===== src/design/pfm_pkg.sv =====
// Purpose: shared constants and carrier types of the pin function mux
// Assumes: register index times four gives the APB byte address
// Notes:   all port registers reset to zero, so every pin outside the SPI/CAN port starts as GPIO
package pfm_pkg;

  // register indices on the APB word grid
  localparam logic [9:0] IDX_T_DATA    = 10'h000;
  localparam logic [9:0] IDX_T_LEVEL   = 10'h001;
  localparam logic [9:0] IDX_T_DIR     = 10'h002;
  localparam logic [9:0] IDX_T_REDUCED = 10'h003;
  localparam logic [9:0] IDX_T_PULL_EN = 10'h004;
  localparam logic [9:0] IDX_T_PULL_UP = 10'h005;
  localparam logic [9:0] IDX_ROUTING   = 10'h007;
  localparam logic [9:0] IDX_S_DATA    = 10'h008;
  localparam logic [9:0] IDX_S_DIR     = 10'h00A;
  localparam logic [9:0] IDX_P_DATA    = 10'h018;
  localparam logic [9:0] IDX_P_DIR     = 10'h01A;

  // port widths and field positions
  localparam int T_W        = 8;
  localparam int S_W        = 4;
  localparam int M_W        = 6;
  localparam int P_W        = 8;
  localparam int PWM_W      = 6;
  localparam int ROUTE_W    = 5;
  localparam int S_TX_BIT   = 1;
  localparam int S_RX_BIT   = 0;
  localparam int M_SPI_LSB  = 2;
  localparam int M_CANTX    = 1;
  localparam int M_CANRX    = 0;

  // reset values
  localparam logic [7:0] RST_PORT    = 8'h00;
  localparam logic [4:0] RST_ROUTING = 5'h00;

  // timer channels: ownership of the pin as output and the driven level
  typedef struct packed {
    logic [7:0] ch_own;
    logic [7:0] ch_out;
  } pfm_timer_t;

  // modulator channels: channel enabled and its output level
  typedef struct packed {
    logic [5:0] en;
    logic [5:0] out;
  } pfm_pwm_t;

  // asynchronous serial interface enables and transmit level
  typedef struct packed {
    logic tx_en;
    logic txd;
    logic rx_en;
  } pfm_sci_t;

  // spi pins ordered sck, mosi, ss, miso; can transmitter
  typedef struct packed {
    logic [3:0] spi_oe;
    logic [3:0] spi_out;
    logic       can_en;
    logic       can_tx;
  } pfm_spican_t;

  // electrical controls of the timer port pads
  typedef struct packed {
    logic [7:0] reduced;
    logic [7:0] pull_en;
    logic [7:0] pull_up;
  } pfm_tpad_t;

endpackage


===== src/design/pfm_prio_mux.sv =====
// Purpose: three-level pin owner selection per bit
// Assumes: high and middle owners drive the pin as outputs
// Notes:   GPIO is the lowest level and wins when nobody else is enabled
`timescale 1ns/1ps
`default_nettype none
module pfm_prio_mux #(
  parameter int W = 8
) (
  // highest priority owner
  input  wire logic [W-1:0] hi_en,
  input  wire logic [W-1:0] hi_val,
  // middle priority owner
  input  wire logic [W-1:0] mid_en,
  input  wire logic [W-1:0] mid_val,
  // general-purpose fallback
  input  wire logic [W-1:0] lo_oe,
  input  wire logic [W-1:0] lo_val,
  // resolved pin drive
  output logic      [W-1:0] pin_out,
  output logic      [W-1:0] pin_oe
);

  logic [W-1:0] mid_win;
  logic [W-1:0] lo_win;

  // top enabled owner takes the pin, then the next, then GPIO
  assign mid_win = ~hi_en & mid_en;
  assign lo_win  = ~hi_en & ~mid_en;
  assign pin_out = (hi_en & hi_val) | (mid_win & mid_val)
                 | (lo_win & lo_val);
  assign pin_oe  = hi_en | mid_en | (lo_win & lo_oe);

endmodule
`default_nettype wire


===== src/design/pfm_sync.sv =====
// Purpose: three-stage input synchroniser with agreement filter
// Assumes: inputs come from pins outside the pclk domain
// Notes:   the level changes only when stages two and three agree
`timescale 1ns/1ps
`default_nettype none
module pfm_sync #(
  parameter int W = 8
) (
  // clock and reset
  input  wire logic         pclk,
  input  wire logic         presetn,
  // raw and filtered levels
  input  wire logic [W-1:0] d,
  output logic      [W-1:0] q
);

  logic [W-1:0] s1_reg;
  logic [W-1:0] s2_reg;
  logic [W-1:0] s3_reg;
  logic [W-1:0] q_reg;
  logic [W-1:0] agree;
  logic [W-1:0] q_next;

  // per bit, follow stage three only where it matches stage two
  assign agree  = ~(s2_reg ^ s3_reg);
  assign q_next = (agree & s3_reg) | (~agree & q_reg);
  assign q      = q_reg;

  // shift chain and filtered level
  always_ff @(posedge pclk or negedge presetn) begin
    if (!presetn) begin
      s1_reg <= '0;
      s2_reg <= '0;
      s3_reg <= '0;
      q_reg  <= '0;
    end else begin
      s1_reg <= d;
      s2_reg <= s1_reg;
      s3_reg <= s2_reg;
      q_reg  <= q_next;
    end
  end

endmodule
`default_nettype wire


===== src/design/pfm_top.sv =====
// Purpose: pin function multiplexer and timer port register front end
// Assumes: APB slave with 32-bit data, one aligned word per register
// Notes:   pin drives are registered, so a change shows one cycle later
// Function
// - a shared pin goes to its highest-priority enabled function
// - timer port: routed modulator over timer channel over GPIO
// - after reset every multiplexed pin outside the SPI/CAN port works as GPIO
// - serial port bit 1 carries transmit when transmitter enabled
// - serial port bit 0 carries receive when receiver enabled
// - SPI/CAN port: sck 5, mosi 4, ss 3, miso 2, can tx 1, rx 0
// - modulator port: modulator outputs over GPIO, inputs feed interrupts
// - six timer port registers decoded at indices 0 to 5
// - routing register maps modulator channels onto timer port pins
// - a routed modulator channel shows on both ports at once
`timescale 1ns/1ps
`default_nettype none
module pfm_top
  import pfm_pkg::*;
(
  // clock and reset
  input  wire logic              pclk,
  input  wire logic              presetn,
  // apb slave
  input  wire logic              psel,
  input  wire logic              penable,
  input  wire logic              pwrite,
  input  wire logic [11:0]       paddr,
  input  wire logic [31:0]       pwdata,
  output logic      [31:0]       prdata,
  output logic                   pready,
  output logic                   pslverr,
  // peripheral drive side
  input  wire pfm_timer_t        tim,
  input  wire pfm_pwm_t          pwm,
  input  wire pfm_sci_t          sci,
  input  wire pfm_spican_t       spican,
  // peripheral receive side
  output logic      [T_W-1:0]    timer_channel_in,
  output logic                   sci_rxd,
  output logic      [3:0]        spi_pin_in,
  output logic                   can_receive_line,
  output logic      [P_W-1:0]    pp_level,
  // timer port pins
  input  wire logic [T_W-1:0]    pt_in,
  output logic      [T_W-1:0]    pt_out,
  output logic      [T_W-1:0]    pt_oe,
  output pfm_tpad_t              pt_pad,
  // serial port pins
  input  wire logic [S_W-1:0]    ps_in,
  output logic      [S_W-1:0]    ps_out,
  output logic      [S_W-1:0]    ps_oe,
  // spi and can port pins
  input  wire logic [M_W-1:0]    pm_in,
  output logic      [M_W-1:0]    pm_out,
  output logic      [M_W-1:0]    pm_oe,
  // modulator port pins
  input  wire logic [P_W-1:0]    pp_in,
  output logic      [P_W-1:0]    pp_out,
  output logic      [P_W-1:0]    pp_oe
);

  // register hit test, shared by read and write decode
  function automatic logic hit(input logic [11:0] a,
                               input logic [9:0]  idx);
    hit = (a[1:0] == 2'h0) && (a[11:2] == idx);
  endfunction

  // software registers
  logic [T_W-1:0]     t_data_reg;
  logic [T_W-1:0]     t_dir_reg;
  logic [T_W-1:0]     t_reduced_reg;
  logic [T_W-1:0]     t_pull_en_reg;
  logic [T_W-1:0]     t_pull_up_reg;
  logic [ROUTE_W-1:0] modulator_routing_register;
  logic [S_W-1:0]     s_data_reg;
  logic [S_W-1:0]     s_dir_reg;
  logic [P_W-1:0]     p_data_reg;
  logic [P_W-1:0]     p_dir_reg;

  // apb answer registers
  logic [31:0]        prdata_reg;
  logic               pslverr_reg;
  logic [31:0]        rd_next;

  // synchronised pin levels
  logic [T_W-1:0]     t_level;
  logic [S_W-1:0]     s_level;
  logic [M_W-1:0]     m_level;
  logic [P_W-1:0]     p_level;

  // pin drive registers and their next values
  logic [T_W-1:0]     pt_out_reg;
  logic [T_W-1:0]     pt_oe_reg;
  logic [S_W-1:0]     ps_out_reg;
  logic [S_W-1:0]     ps_oe_reg;
  logic [M_W-1:0]     pm_out_reg;
  logic [M_W-1:0]     pm_oe_reg;
  logic [P_W-1:0]     pp_out_reg;
  logic [P_W-1:0]     pp_oe_reg;
  logic [T_W-1:0]     pt_out_next;
  logic [T_W-1:0]     pt_oe_next;
  logic [S_W-1:0]     ps_out_next;
  logic [S_W-1:0]     ps_oe_next;
  logic [M_W-1:0]     pm_out_next;
  logic [M_W-1:0]     pm_oe_next;
  logic [P_W-1:0]     pp_out_next;
  logic [P_W-1:0]     pp_oe_next;

  // owner enables per port
  logic [T_W-1:0]     t_route_en;
  logic [T_W-1:0]     t_route_val;
  logic [S_W-1:0]     s_hi_en;
  logic [S_W-1:0]     s_hi_val;
  logic [S_W-1:0]     s_gpio_oe;
  logic [P_W-1:0]     p_hi_en;
  logic [P_W-1:0]     p_hi_val;

  // address decode
  logic sel_t_data;
  logic sel_t_level;
  logic sel_t_dir;
  logic sel_t_reduced;
  logic sel_t_pull_en;
  logic sel_t_pull_up;
  logic sel_routing;
  logic sel_s_data;
  logic sel_s_dir;
  logic sel_p_data;
  logic sel_p_dir;
  logic mapped;
  logic setup;
  logic wr;

  assign sel_t_data    = hit(paddr, IDX_T_DATA);
  assign sel_t_level   = hit(paddr, IDX_T_LEVEL);
  assign sel_t_dir     = hit(paddr, IDX_T_DIR);
  assign sel_t_reduced = hit(paddr, IDX_T_REDUCED);
  assign sel_t_pull_en = hit(paddr, IDX_T_PULL_EN);
  assign sel_t_pull_up = hit(paddr, IDX_T_PULL_UP);
  assign sel_routing   = hit(paddr, IDX_ROUTING);
  assign sel_s_data    = hit(paddr, IDX_S_DATA);
  assign sel_s_dir     = hit(paddr, IDX_S_DIR);
  assign sel_p_data    = hit(paddr, IDX_P_DATA);
  assign sel_p_dir     = hit(paddr, IDX_P_DIR);
  assign mapped = sel_t_data | sel_t_level | sel_t_dir | sel_t_reduced
                | sel_t_pull_en | sel_t_pull_up | sel_routing
                | sel_s_data | sel_s_dir | sel_p_data | sel_p_dir;

  // setup phase captures the answer; access phase completes at once
  assign setup   = psel & ~penable;
  assign wr      = psel & penable & pwrite & mapped;
  assign pready  = psel & penable;
  assign prdata  = prdata_reg;
  assign pslverr = pslverr_reg;

  // read selection, narrow registers sit in the low bits
  assign rd_next =
      sel_t_data    ? {24'h000000, t_data_reg}    :
      sel_t_level   ? {24'h000000, t_level}       :
      sel_t_dir     ? {24'h000000, t_dir_reg}     :
      sel_t_reduced ? {24'h000000, t_reduced_reg} :
      sel_t_pull_en ? {24'h000000, t_pull_en_reg} :
      sel_t_pull_up ? {24'h000000, t_pull_up_reg} :
      sel_routing   ? {27'h0000000, modulator_routing_register} :
      sel_s_data    ? {28'h0000000, s_data_reg}   :
      sel_s_dir     ? {28'h0000000, s_dir_reg}    :
      sel_p_data    ? {24'h000000, p_data_reg}    :
      sel_p_dir     ? {24'h000000, p_dir_reg}     :
      32'h00000000;

  // answer registers, loaded in the setup cycle
  always_ff @(posedge pclk or negedge presetn) begin
    if (!presetn) begin
      prdata_reg  <= 32'h00000000;
      pslverr_reg <= 1'b0;
    end else if (setup) begin
      prdata_reg  <= pwrite ? 32'h00000000 : rd_next;
      pslverr_reg <= ~mapped;
    end
  end

  // register writes; the input level register has no write path
  always_ff @(posedge pclk or negedge presetn) begin
    if (!presetn) begin
      t_data_reg    <= RST_PORT;
      t_dir_reg     <= RST_PORT;
      t_reduced_reg <= RST_PORT;
      t_pull_en_reg <= RST_PORT;
      t_pull_up_reg <= RST_PORT;
      modulator_routing_register <= RST_ROUTING;
      s_data_reg    <= RST_PORT[S_W-1:0];
      s_dir_reg     <= RST_PORT[S_W-1:0];
      p_data_reg    <= RST_PORT;
      p_dir_reg     <= RST_PORT;
    end else if (wr) begin
      if (sel_t_data) begin
        t_data_reg <= pwdata[T_W-1:0];
      end else if (sel_t_dir) begin
        t_dir_reg <= pwdata[T_W-1:0];
      end else if (sel_t_reduced) begin
        t_reduced_reg <= pwdata[T_W-1:0];
      end else if (sel_t_pull_en) begin
        t_pull_en_reg <= pwdata[T_W-1:0];
      end else if (sel_t_pull_up) begin
        t_pull_up_reg <= pwdata[T_W-1:0];
      end else if (sel_routing) begin
        modulator_routing_register <= pwdata[ROUTE_W-1:0];
      end else if (sel_s_data) begin
        s_data_reg <= pwdata[S_W-1:0];
      end else if (sel_s_dir) begin
        s_dir_reg <= pwdata[S_W-1:0];
      end else if (sel_p_data) begin
        p_data_reg <= pwdata[P_W-1:0];
      end else if (sel_p_dir) begin
        p_dir_reg <= pwdata[P_W-1:0];
      end
    end
  end

  // pin input synchronisers
  pfm_sync #(.W(T_W)) u_sync_t (
    .pclk    (pclk),
    .presetn (presetn),
    .d       (pt_in),
    .q       (t_level)
  );
  pfm_sync #(.W(S_W)) u_sync_s (
    .pclk    (pclk),
    .presetn (presetn),
    .d       (ps_in),
    .q       (s_level)
  );
  pfm_sync #(.W(M_W)) u_sync_m (
    .pclk    (pclk),
    .presetn (presetn),
    .d       (pm_in),
    .q       (m_level)
  );
  pfm_sync #(.W(P_W)) u_sync_p (
    .pclk    (pclk),
    .presetn (presetn),
    .d       (pp_in),
    .q       (p_level)
  );

  // timer port: routed modulator channels sit above the timer
  assign t_route_en  = {3'h0, modulator_routing_register
                        & pwm.en[ROUTE_W-1:0]};
  assign t_route_val = {3'h0, pwm.out[ROUTE_W-1:0]};

  pfm_prio_mux #(.W(T_W)) u_mux_t (
    .hi_en   (t_route_en),
    .hi_val  (t_route_val),
    .mid_en  (tim.ch_own),
    .mid_val (tim.ch_out),
    .lo_oe   (t_dir_reg),
    .lo_val  (t_data_reg),
    .pin_out (pt_out_next),
    .pin_oe  (pt_oe_next)
  );

  // serial port: transmit on bit 1, receive frees bit 0 as input
  assign s_hi_en   = {2'h0, sci.tx_en, 1'b0};
  assign s_hi_val  = {2'h0, sci.txd, 1'b0};
  assign s_gpio_oe = s_dir_reg & ~{3'h0, sci.rx_en};

  pfm_prio_mux #(.W(S_W)) u_mux_s (
    .hi_en   (s_hi_en),
    .hi_val  (s_hi_val),
    .mid_en  ({S_W{1'b0}}),
    .mid_val ({S_W{1'b0}}),
    .lo_oe   (s_gpio_oe),
    .lo_val  (s_data_reg),
    .pin_out (ps_out_next),
    .pin_oe  (ps_oe_next)
  );

  // modulator port: channels drive whether or not also routed
  assign p_hi_en  = {2'h0, pwm.en};
  assign p_hi_val = {2'h0, pwm.out};

  pfm_prio_mux #(.W(P_W)) u_mux_p (
    .hi_en   (p_hi_en),
    .hi_val  (p_hi_val),
    .mid_en  ({P_W{1'b0}}),
    .mid_val ({P_W{1'b0}}),
    .lo_oe   (p_dir_reg),
    .lo_val  (p_data_reg),
    .pin_out (pp_out_next),
    .pin_oe  (pp_oe_next)
  );

  // spi and can port: fixed pin assignment, receive line input only
  assign pm_out_next = {spican.spi_out, spican.can_tx, 1'b0};
  assign pm_oe_next  = {spican.spi_oe, spican.can_en, 1'b0};

  // levels handed back to the peripherals
  assign timer_channel_in = t_level;
  assign sci_rxd          = sci.rx_en ? s_level[S_RX_BIT]
                                      : 1'b1;
  assign spi_pin_in       = m_level[M_W-1:M_SPI_LSB];
  assign can_receive_line = m_level[M_CANRX];
  assign pp_level         = p_level;

  // registered pin drive, all released to input at reset
  always_ff @(posedge pclk or negedge presetn) begin
    if (!presetn) begin
      pt_out_reg <= '0;
      pt_oe_reg  <= '0;
      ps_out_reg <= '0;
      ps_oe_reg  <= '0;
      pm_out_reg <= '0;
      pm_oe_reg  <= '0;
      pp_out_reg <= '0;
      pp_oe_reg  <= '0;
    end else begin
      pt_out_reg <= pt_out_next;
      pt_oe_reg  <= pt_oe_next;
      ps_out_reg <= ps_out_next;
      ps_oe_reg  <= ps_oe_next;
      pm_out_reg <= pm_out_next;
      pm_oe_reg  <= pm_oe_next;
      pp_out_reg <= pp_out_next;
      pp_oe_reg  <= pp_oe_next;
    end
  end

  // pin and pad outputs
  assign pt_out         = pt_out_reg;
  assign pt_oe          = pt_oe_reg;
  assign ps_out         = ps_out_reg;
  assign ps_oe          = ps_oe_reg;
  assign pm_out         = pm_out_reg;
  assign pm_oe          = pm_oe_reg;
  assign pp_out         = pp_out_reg;
  assign pp_oe          = pp_oe_reg;
  assign pt_pad.reduced = t_reduced_reg;
  assign pt_pad.pull_en = t_pull_en_reg;
  assign pt_pad.pull_up = t_pull_up_reg;

endmodule
`default_nettype wire


===== config.mk =====
export PLATFORM = sky130hd
export DESIGN_NAME = pfm_top
export DESIGN_NICKNAME = d
export VERILOG_FILES = /design/src/design/pfm_pkg.sv /design/src/design/pfm_prio_mux.sv /design/src/design/pfm_sync.sv /design/src/design/pfm_top.sv
export SDC_FILE = /design/constraint.sdc
export NUM_CORES = 1
export LEC_CHECK = 0
export ABC_AREA = 1
export BUFFER_PORTS_ARGS = -buffer_cell sky130_fd_sc_hd__buf_2
export CAP_MARGIN = 20
export CORE_MARGIN = 2
export CORE_UTILIZATION = 51
export CTS_CLUSTER_DIAMETER = 100
export CTS_CLUSTER_SIZE = 8
export DETAILED_ROUTE_END_ITERATION = 10
export GPL_ROUTABILITY_DRIVEN = 0
export GPL_TIMING_DRIVEN = 1
export MAX_ROUTING_LAYER = met4
export PLACE_DENSITY_LB_ADDON = 0.15
export SLEW_MARGIN = 10
export SYNTH_ARGS = -nofsm -noshare
export SYNTH_HDL_FRONTEND = slang
export SYNTH_SLANG_ARGS = --single-unit

===== constraint.sdc =====
create_clock -name pclk -period 1.2 [get_ports pclk]
set_input_delay 0.3 -clock pclk [delete_from_list [all_inputs] [get_ports pclk]]
set_output_delay 0.3 -clock pclk [all_outputs]
set_load 0.03 [all_outputs]

Word level (Yosys, flattened, before mapping)
Cells that the tools add are included.

Logic and storage cells: 158. Bits in registers: 256.

Bitwise logic cells: 76. Eq/ne operators: 10. Multiplexer cells: 13. Reductions and logical operators: 23.

Operator list (count): two-way mux 8 bit (12); AND 8 bit (11); OR 8 bit (6); NOT 8 bit (5); equality test 10 x 3 -> 1 bit (second input constant) (3); AND 4 bit (5); equality test 10 x 2 -> 1 bit (second input constant) (2); equality test 10 x 4 -> 1 bit (second input constant) (2); equality test 10 x 5 -> 1 bit (second input constant) (2); AND 6 bit (3); XOR 8 bit (2); NOT 6 bit (2); logical AND 1 bit (11); NOT 1 bit (11); AND reduction 11 bit (1); AND 5 bit (2); equality test 10 x 1 -> 1 bit (second input constant) (1); logical NOT 10 bit (1); OR 1 bit (10); AND reduction 10 bit (1); AND reduction 9 bit (1); NOT 4 bit (2); NOT 5 -> 8 bit (1); NOT 6 -> 8 bit (1); 20 further kinds (24).

Depth between registers and ports, before layout
Gate-level depths: netlist of run 1.

Depth in word-level cells: 14. Gate-level depth with buffers: 16.

By module
Synthesis of run 1 repeated with hierarchy kept, for this count alone.

Cells, all modules: 984. Area total of the unflattened synthesis: 9332.7 µm².

Modules (own cells, without submodules): pfm_top (area each 5606.6 µm², sequential area each 3203.1 µm², cells each 616, instances 1); pfm_sync at u_sync_p ... (area each 930.9 µm², sequential area each 800.8 µm², cells each 64, instances 2); pfm_sync at u_sync_m (area each 698.2 µm², sequential area each 600.6 µm², cells each 48, instances 1); pfm_prio_mux at u_mux_p ... (area each 280.3 µm², sequential area each 0.0 µm², cells each 64, instances 2); pfm_sync at u_sync_s (area each 465.4 µm², sequential area each 400.4 µm², cells each 32, instances 1); pfm_prio_mux at u_mux_s (area each 140.1 µm², sequential area each 0.0 µm², cells each 32, instances 1).

Least setup slack after synthesis of run 1
No wires, ideal clock.

Kind: in2reg. From: input port paddr[8]. To: register t_pull_en_reg[6]. Arrival time: 1692 ps. Setup time: 122 ps. Slack: -614 ps. Stages on the path: 12. Path through: inv_2 -> nand2_4 -> nor2_8 -> nand2_8 -> nor2_4 -> nor2_2 -> and3_4 -> nand3_4 -> nand3_4 -> buf_6 -> nand2_1 -> o21ai_2.

Word-level cells in the longest chain between the ends: 14.

RTL lines: from (decl) (RTL line pfm_top.sv:27) `input wire logic [11:0] paddr,`; equality test 10 x 1 -> 1 bit or logical NOT 10 bit (tied branches) (RTL line pfm_top.sv:65) `hit = (a[1:0] == 2'h0) && (a[11:2] == idx);`; logical AND 1 bit (RTL line pfm_top.sv:65); OR 1 bit (3 in a row) (RTL line pfm_top.sv:145) `assign mapped = sel_t_data | sel_t_level | sel_t_dir | sel_t_reduced`; OR 1 bit (3 in a row) (RTL line pfm_top.sv:146) `| sel_t_pull_en | sel_t_pull_up | sel_routing`; OR 1 bit (4 in a row) (RTL line pfm_top.sv:147) `| sel_s_data | sel_s_dir | sel_p_data | sel_p_dir;`; AND 1 bit (RTL line pfm_top.sv:151) `assign wr = psel & penable & pwrite & mapped;`; AND reduction 5 bit (no source line) (*); to (signal assigned) (RTL line pfm_top.sv:203) `t_pull_en_reg <= pwdata[T_W-1:0];`; to (decl) (RTL line pfm_top.sv:72) `logic [T_W-1:0] t_pull_en_reg;`.

Every way passes the cells marked *; elsewhere a longest branch is shown, timed or not. A chain may end at the register's enable or synchronous reset.

Worst setup path in the final report of run 1
From: input port paddr[8]. To: register t_pull_up_reg[4].

Word-level cells in the longest chain between the ends: 14.

RTL lines: equality test 10 x 1 -> 1 bit or logical NOT 10 bit (tied branches) (RTL line pfm_top.sv:65); logical AND 1 bit (RTL line pfm_top.sv:65); OR 1 bit (3 in a row) (RTL line pfm_top.sv:145); OR 1 bit (3 in a row) (RTL line pfm_top.sv:146); OR 1 bit (4 in a row) (RTL line pfm_top.sv:147); AND 1 bit (RTL line pfm_top.sv:151); AND reduction 6 bit (no source line) (*); to (signal assigned) (RTL line pfm_top.sv:205) `t_pull_up_reg <= pwdata[T_W-1:0];`; to (decl) (RTL line pfm_top.sv:73) `logic [T_W-1:0] t_pull_up_reg;`.

Marks and branches as above.

==> out/results.tsv, run 1 <==
metric	value	unit
outcome	finished with violations	
failing checks	negative setup slack	
Setup WS post-layout	-0.266	ns
Post-Synthesis Cells	765	
Non-Filler Instances	1415	
crit-path max FO	8	
H-tree Lvls	1	
IO buf count	193	
Slowest Stage Delay on Critical Path	0.17	ns
vias in the first global route	7854	
Hold Crit Endpoint	pp_out[4]	
Clock Latency Late Sink	0.54	ns
Async SR Flop Fraction	100	%
Core Util, Final	86.9	%
r2r endpoint	prdata[0]	
first-pass GRT wire length	41600	um
Sw Pwr	4.13	mW
Synth Warn #	0	
Cell Pwr Density	1220	nW/um2
Setup CP Type	input port to flop	
Critical Path RT	1.58	ns
WHS Path Cells	2	
Slew Limit Fails	0	
CTS Buf Count	30	
Internal Power	12.8	mW
IO Pins	248	
Max Cap Violations	0	
CP endpoint kind	flop	
skew final	0.0142	ns
Post-DP Area	10300	um2
Netlist cell types	40	
RSZ-0062 raised after global routing	yes	
CP max-delay cell	buf_12	
P&R area growth vs syn	66.0	%
crit path DAT	1.85	ns
GRT Residual Overflow	0	
GRT Util Overall	31.2	%
most frequent cells in the layout	dfrtp_1 (215), buf_6 (127), buf_4 (126)	
DR WL/cell	20.1	um
Final Cell Area	13900	um2
number of synthesized flops with an enable pin	0	
via/cell ratio	5.41	
Peak VDD IR	1220	uV
1st-pass router iterations	5	
number of diodes	0	
Post-DP HPWL	15400	um
fraction of layout cells with a size suffix above 1	51.5	%
Post-DRT Antenna Nets	0	
final wirelength	28400	um
Most used DFF post-synth	dfrtp_1	
sum of negative setup slack	-28.21	ns
hold crit path type	input port to flop	
flop and latch count out of synthesis	216	
crit share post-route	122	%
Rows	46	
Clock transition at path regs	0.05	ns
DR iter-0 viols	470	
DR vias	7649	
Hold Violations, Final	0	
die width	132	um
power share of the sequential group	45.6	%
CP startpoint	paddr[8]	
post-synthesis sequential area ratio	64.7	%
initial core utilization	52.4	%
initial antenna violation count	0	
clock sinks	216	
commonest non-fill, non-tap cell in the layout	dfrtp_1	
Reg2Reg Depth	9	
Final setup violation count	182	
clock power share	42.6	%
critical path, cell by cell	buf_12, inv_12, nand2_8, nor2_8, buf_4, nand3_1, nand2_2, nor3_4, nand3_4, buf_12, nand3_4, nand2_1, o21ai_1	
Sw Share	24.4	%
placed instance count	1248	
Clock Tree Root	clkbuf_16	
Final Critical Period	1.47	ns
Clock Tree Buf Depth	3	
mapped cell area	8350	um2
core area	15900	um2
NumNets Final	1316	
crit-path leading delay family	simple AND/OR/NAND/NOR gates	
largest net degree at the start of global routing	53	
Hold Crit Start	pwm[10]	
critical path startpoint category	input port	
DIE AREA	17400	um2
Fmax	0.682	GHz
reg-to-reg startpoint	t_pull_en_reg[0]	
Bufs and invs on worst path	4	
CTS tree	done	
combinational cell fraction of total power	11.8	%
leakage	6.79	nW
Overall Power	16.9	mW
average instance area after synthesis	10.9	um2
reg2reg setup slack	-0.11	ns
Die H	132	um
Residual DRC	0	
[through the flow]
step	hold slack, ns	setup slack [ns]
floorplan	0.00441	-0.573
global placement	0.172	-0.710
detailed placement	0.173	-0.759
CTS	0.00128	-0.257
global route	0.0186	-0.307
finish	0.0122	-0.266
[routing by layer]
| layer | wire [um] | global-route usage [%] | share of wire [%] | vias up |
|---|---|---|---|---|
| met5 | 0 | - | 0 | - |
| met4 | 1090 | 10.6 | 3.8 | 0 |
| met3 | 1930 | 5.92 | 6.8 | 97 |
| met2 | 14300 | 51.4 | 50 | 424 |
| met1 | 11200 | 39.0 | 39 | 3798 |
| li1 | - | - | - | 3330 |
[worst reg2reg max path: cells and delay by family, from the launching register on]
| kind | cells | cell delay (ns) |
|---|---|---|
| buffers and inverters | 1 | 0.16 |
| flip-flops | 1 | 0.41 |
| AND/OR/NAND/NOR | 8 | 0.64 |
[synth_stat cells (7+ instances only)]
cell     number  area [um2]
nor2_1       37         139
a21oi_1       9        45.0
nand3_1      37         185
o21ai_1      46         230
inv_1        54         203
nand2_1     179         672
nand3_4       7         123
maj3_1       22         220
dfrtp_1     216        5410
inv_2         8        30.0
or2_2        14        87.6
nor2_2        7        43.8
nor3_1        7        35.0
o21ai_2       7        61.3
o21ai_0      35         175
buf_4        26         195
[how the worst max path moves through the flow]
stage | endpoint | slack, ns | cells after the start
finish | t_pull_up_reg[4] | -0.27 | 13
global placement | modulator_routing_register[3] | -0.71 | 13
floorplan | t_pull_en_reg[6] | -0.57 | 12
CTS | sci_rxd | -0.26 | 3
detailed placement | p_dir_reg[6] | -0.76 | 13
global route | sci_rxd | -0.31 | 3
[cells by family after synthesis]
group	after synthesis	synth area share, %
buffers and inverters	98	6.14
DFF	216	64.7
AOI/OAI and AO/OA	106	6.97
muxes	4	0.539
other	1	0.0449
and+or+nand+nor	318	18.9
adders and majority gates	22	2.64
[power by group through the flow]
stage / sequential, mW / clock, mW / combinational, mW
6_report: 7.71 / 7.21 / 1.99
5_1_grt: 7.73 / 7.59 / 2.11
4_1_cts: 7.71 / 7.18 / 1.85
3_5_place_dp: 7.80 / 0 / 1.35
3_3_place_gp: 7.79 / 0 / 1.33
2_1_floorplan: 8.08 / 0 / 0.434
[cell type report]
type                       count  area (um2)
multi-input combinational    483        3380
tap                          216         270
sequential                   216        5410
clock inverter                 1        16.3
fill                         729        2080
timing repair buffer         406        3730
inverter                      63         300
clock buffer                  30         751
[what timing repair did]
action	4_1_cts	5_1_grt
hold buffers	54	1
endpoints found under the hold margin	269	1
setup endpoints to repair	182	183
gates cloned	9	0
gates resized for setup	327	151
setup buffers	57	22
pin swaps	33	72
No activity file was read; power rests on OpenSTA's default activity.
==> inputs of run 2 (changes only) <==
--- a/config.mk
+++ b/config.mk
@@ -16,7 +16,7 @@
 export GPL_ROUTABILITY_DRIVEN = 0
 export GPL_TIMING_DRIVEN = 1
 export MAX_ROUTING_LAYER = met4
-export PLACE_DENSITY_LB_ADDON = 0.15
+export PLACE_DENSITY = 0.89
 export SLEW_MARGIN = 10
 export SYNTH_ARGS = -nofsm -noshare
 export SYNTH_HDL_FRONTEND = slang
==> out/results.tsv, run 2 (synthesized netlist as in run 1, its figures left out) <==
metric	value	unit
commonest non-fill, non-tap cell in the layout	dfrtp_1	
Clock Tree Root	clkbuf_16	
Clock Tree Buf Depth	3	
initial antenna violation count	1	
failing checks	design-rule violations, negative setup slack	
final wirelength	37500	um
Non-Filler Instances	1420	
NumNets Final	1320	
Cell Pwr Density	1250	nW/um2
Worst-Margin Slew	0.526	ns
Rows	46	
RSZ-0062 raised after global routing	yes	
leakage	6.84	nW
Max Cap Violations	0	
clock sinks	216	
DR WL/cell	26.4	um
reg-to-reg startpoint	s_dir_reg[0]	
r2r endpoint	prdata[0]	
DR iter-0 viols	1637	
crit share post-route	153	%
slew margin rel.	64.9	%
Die H	132	um
via/cell ratio	6.23	
Fmax	0.546	GHz
die width	132	um
Reg2Reg Depth	12	
1st-pass router iterations	11	
Final Critical Period	1.83	ns
GRT Residual Overflow	0	
most frequent cells in the layout	dfrtp_1 (216), buf_6 (139), buf_4 (132)	
CTS tree	done	
fraction of layout cells with a size suffix above 1	49.0	%
first-pass GRT wire length	49100	um
hold crit path type	input port to flop	
Core Util, Final	86.5	%
CP endpoint kind	flop	
skew final	0.0280	ns
Post-DP HPWL	15700	um
P&R area growth vs syn	65.1	%
largest net degree at the start of global routing	47	
core area	15900	um2
Critical Path RT	1.61	ns
Clock transition at path regs	0.06	ns
Post-DP Area	10300	um2
DR vias	8844	
GRT Util Overall	37.7	%
Setup CP Type	flop to flop	
crit-path max FO	2	
IO Pins	248	
Peak VDD IR	1300	uV
initial core utilization	52.4	%
IO buf count	193	
critical path startpoint category	flop	
placed instance count	1246	
dpl ws	-0.839	ns
Clock Latency Late Sink	0.56	ns
CP startpoint	s_dir_reg[0]	
Final Cell Area	13800	um2
Setup WS post-layout	-0.631	ns
H-tree Lvls	1	
final hold slack	0.00723	ns
Hold Violations, Final	0	
CTS Buf Count	30	
crit path DAT	2.24	ns
Overall Power	17.3	mW
Residual DRC	52	
# fillers	630	
outcome	finished with violations	
Slew Limit Fails	0	
Post-DRT Antenna Nets	0	
reg2reg setup slack	-0.63	ns
vias in the first global route	8734	
DIE AREA	17400	um2
Final setup violation count	183	
sum of negative setup slack	-41.89	ns
crit path capture	prdata[0]	
==> run 2: changes by cell type in the layout (fill, tap and decap cells not counted), sizes merged <==
cell and delta:
buf +12, dlygate4sd3 -8, clkbuf +1, clkinv -1
diode +1
==> run 2: report_power, final <==
part	total [mW]	switching (mW)	internal [mW]
combinational	2.02	1.17	0.850
clock	7.54	3.08	4.46
sequential	7.72	0.155	7.56
==> run 2: cell type report <==
class	instances	area [um2]	share of cell area (%)
clock buffers	31	776	5.63
multi-input cells	483	3290	23.9
diodes	1	2.50	0.0182
repair buffers	410	3730	27.1
inverters	63	305	2.21
flip-flops and latches	216	5410	39.2
well taps	216	270	1.96
==> run 2: how the worst min path moves through the flow <==
stage | startpoint | endpoint | slack (ns) | depth (start not counted)
3_5_place_dp | presetn | asynchronous set/reset pin | 0.19 | 1
2_1_floorplan | presetn | asynchronous set/reset pin | 0.004 | 0
3_3_place_gp | presetn | asynchronous set/reset pin | 0.19 | 1
4_1_cts | tim[8] | pt_oe[0] | 0.002 | 3
5_1_grt | tim[7] | pt_out[7] | 0.01 | 2
6_report | tim[7] | pt_out[7] | 0.007 | 2
==> run 2: what timing repair did <==
| item | 4_1_cts | 5_1_grt |
|---|---|---|
| gates resized for setup | 353 | 92 |
| endpoints found under the hold margin | 262 | 0 |
| pin swaps | 36 | 20 |
| hold buffers | 47 | 0 |
| setup buffers | 61 | 26 |
| cloned | 8 | 0 |
| setup endpoints to repair | 183 | 183 |
==> run 2: worst max-delay path, cell delays in order (launching register included) <==
cell	delay (ns)
dfrtp_1	0.41
inv_2	0.21
nand3_4	0.15
nand2_2	0.10
nor2_1	0.05
nand2_1	0.10
nand2_2	0.10
nand2_4	0.12
nand3_2	0.14
nand2_2	0.11
nand2_2	0.06
nand2_1	0.06
nand2_1	0.09
==> run 2: routing by layer <==
metal,track usage (%),routed length [um],vias up
met5,-,0,-
li1,-,-,3341
met2,60.3,17200,969
met3,12.1,5050,409
met1,40.2,11600,4125
met4,24.9,3670,0
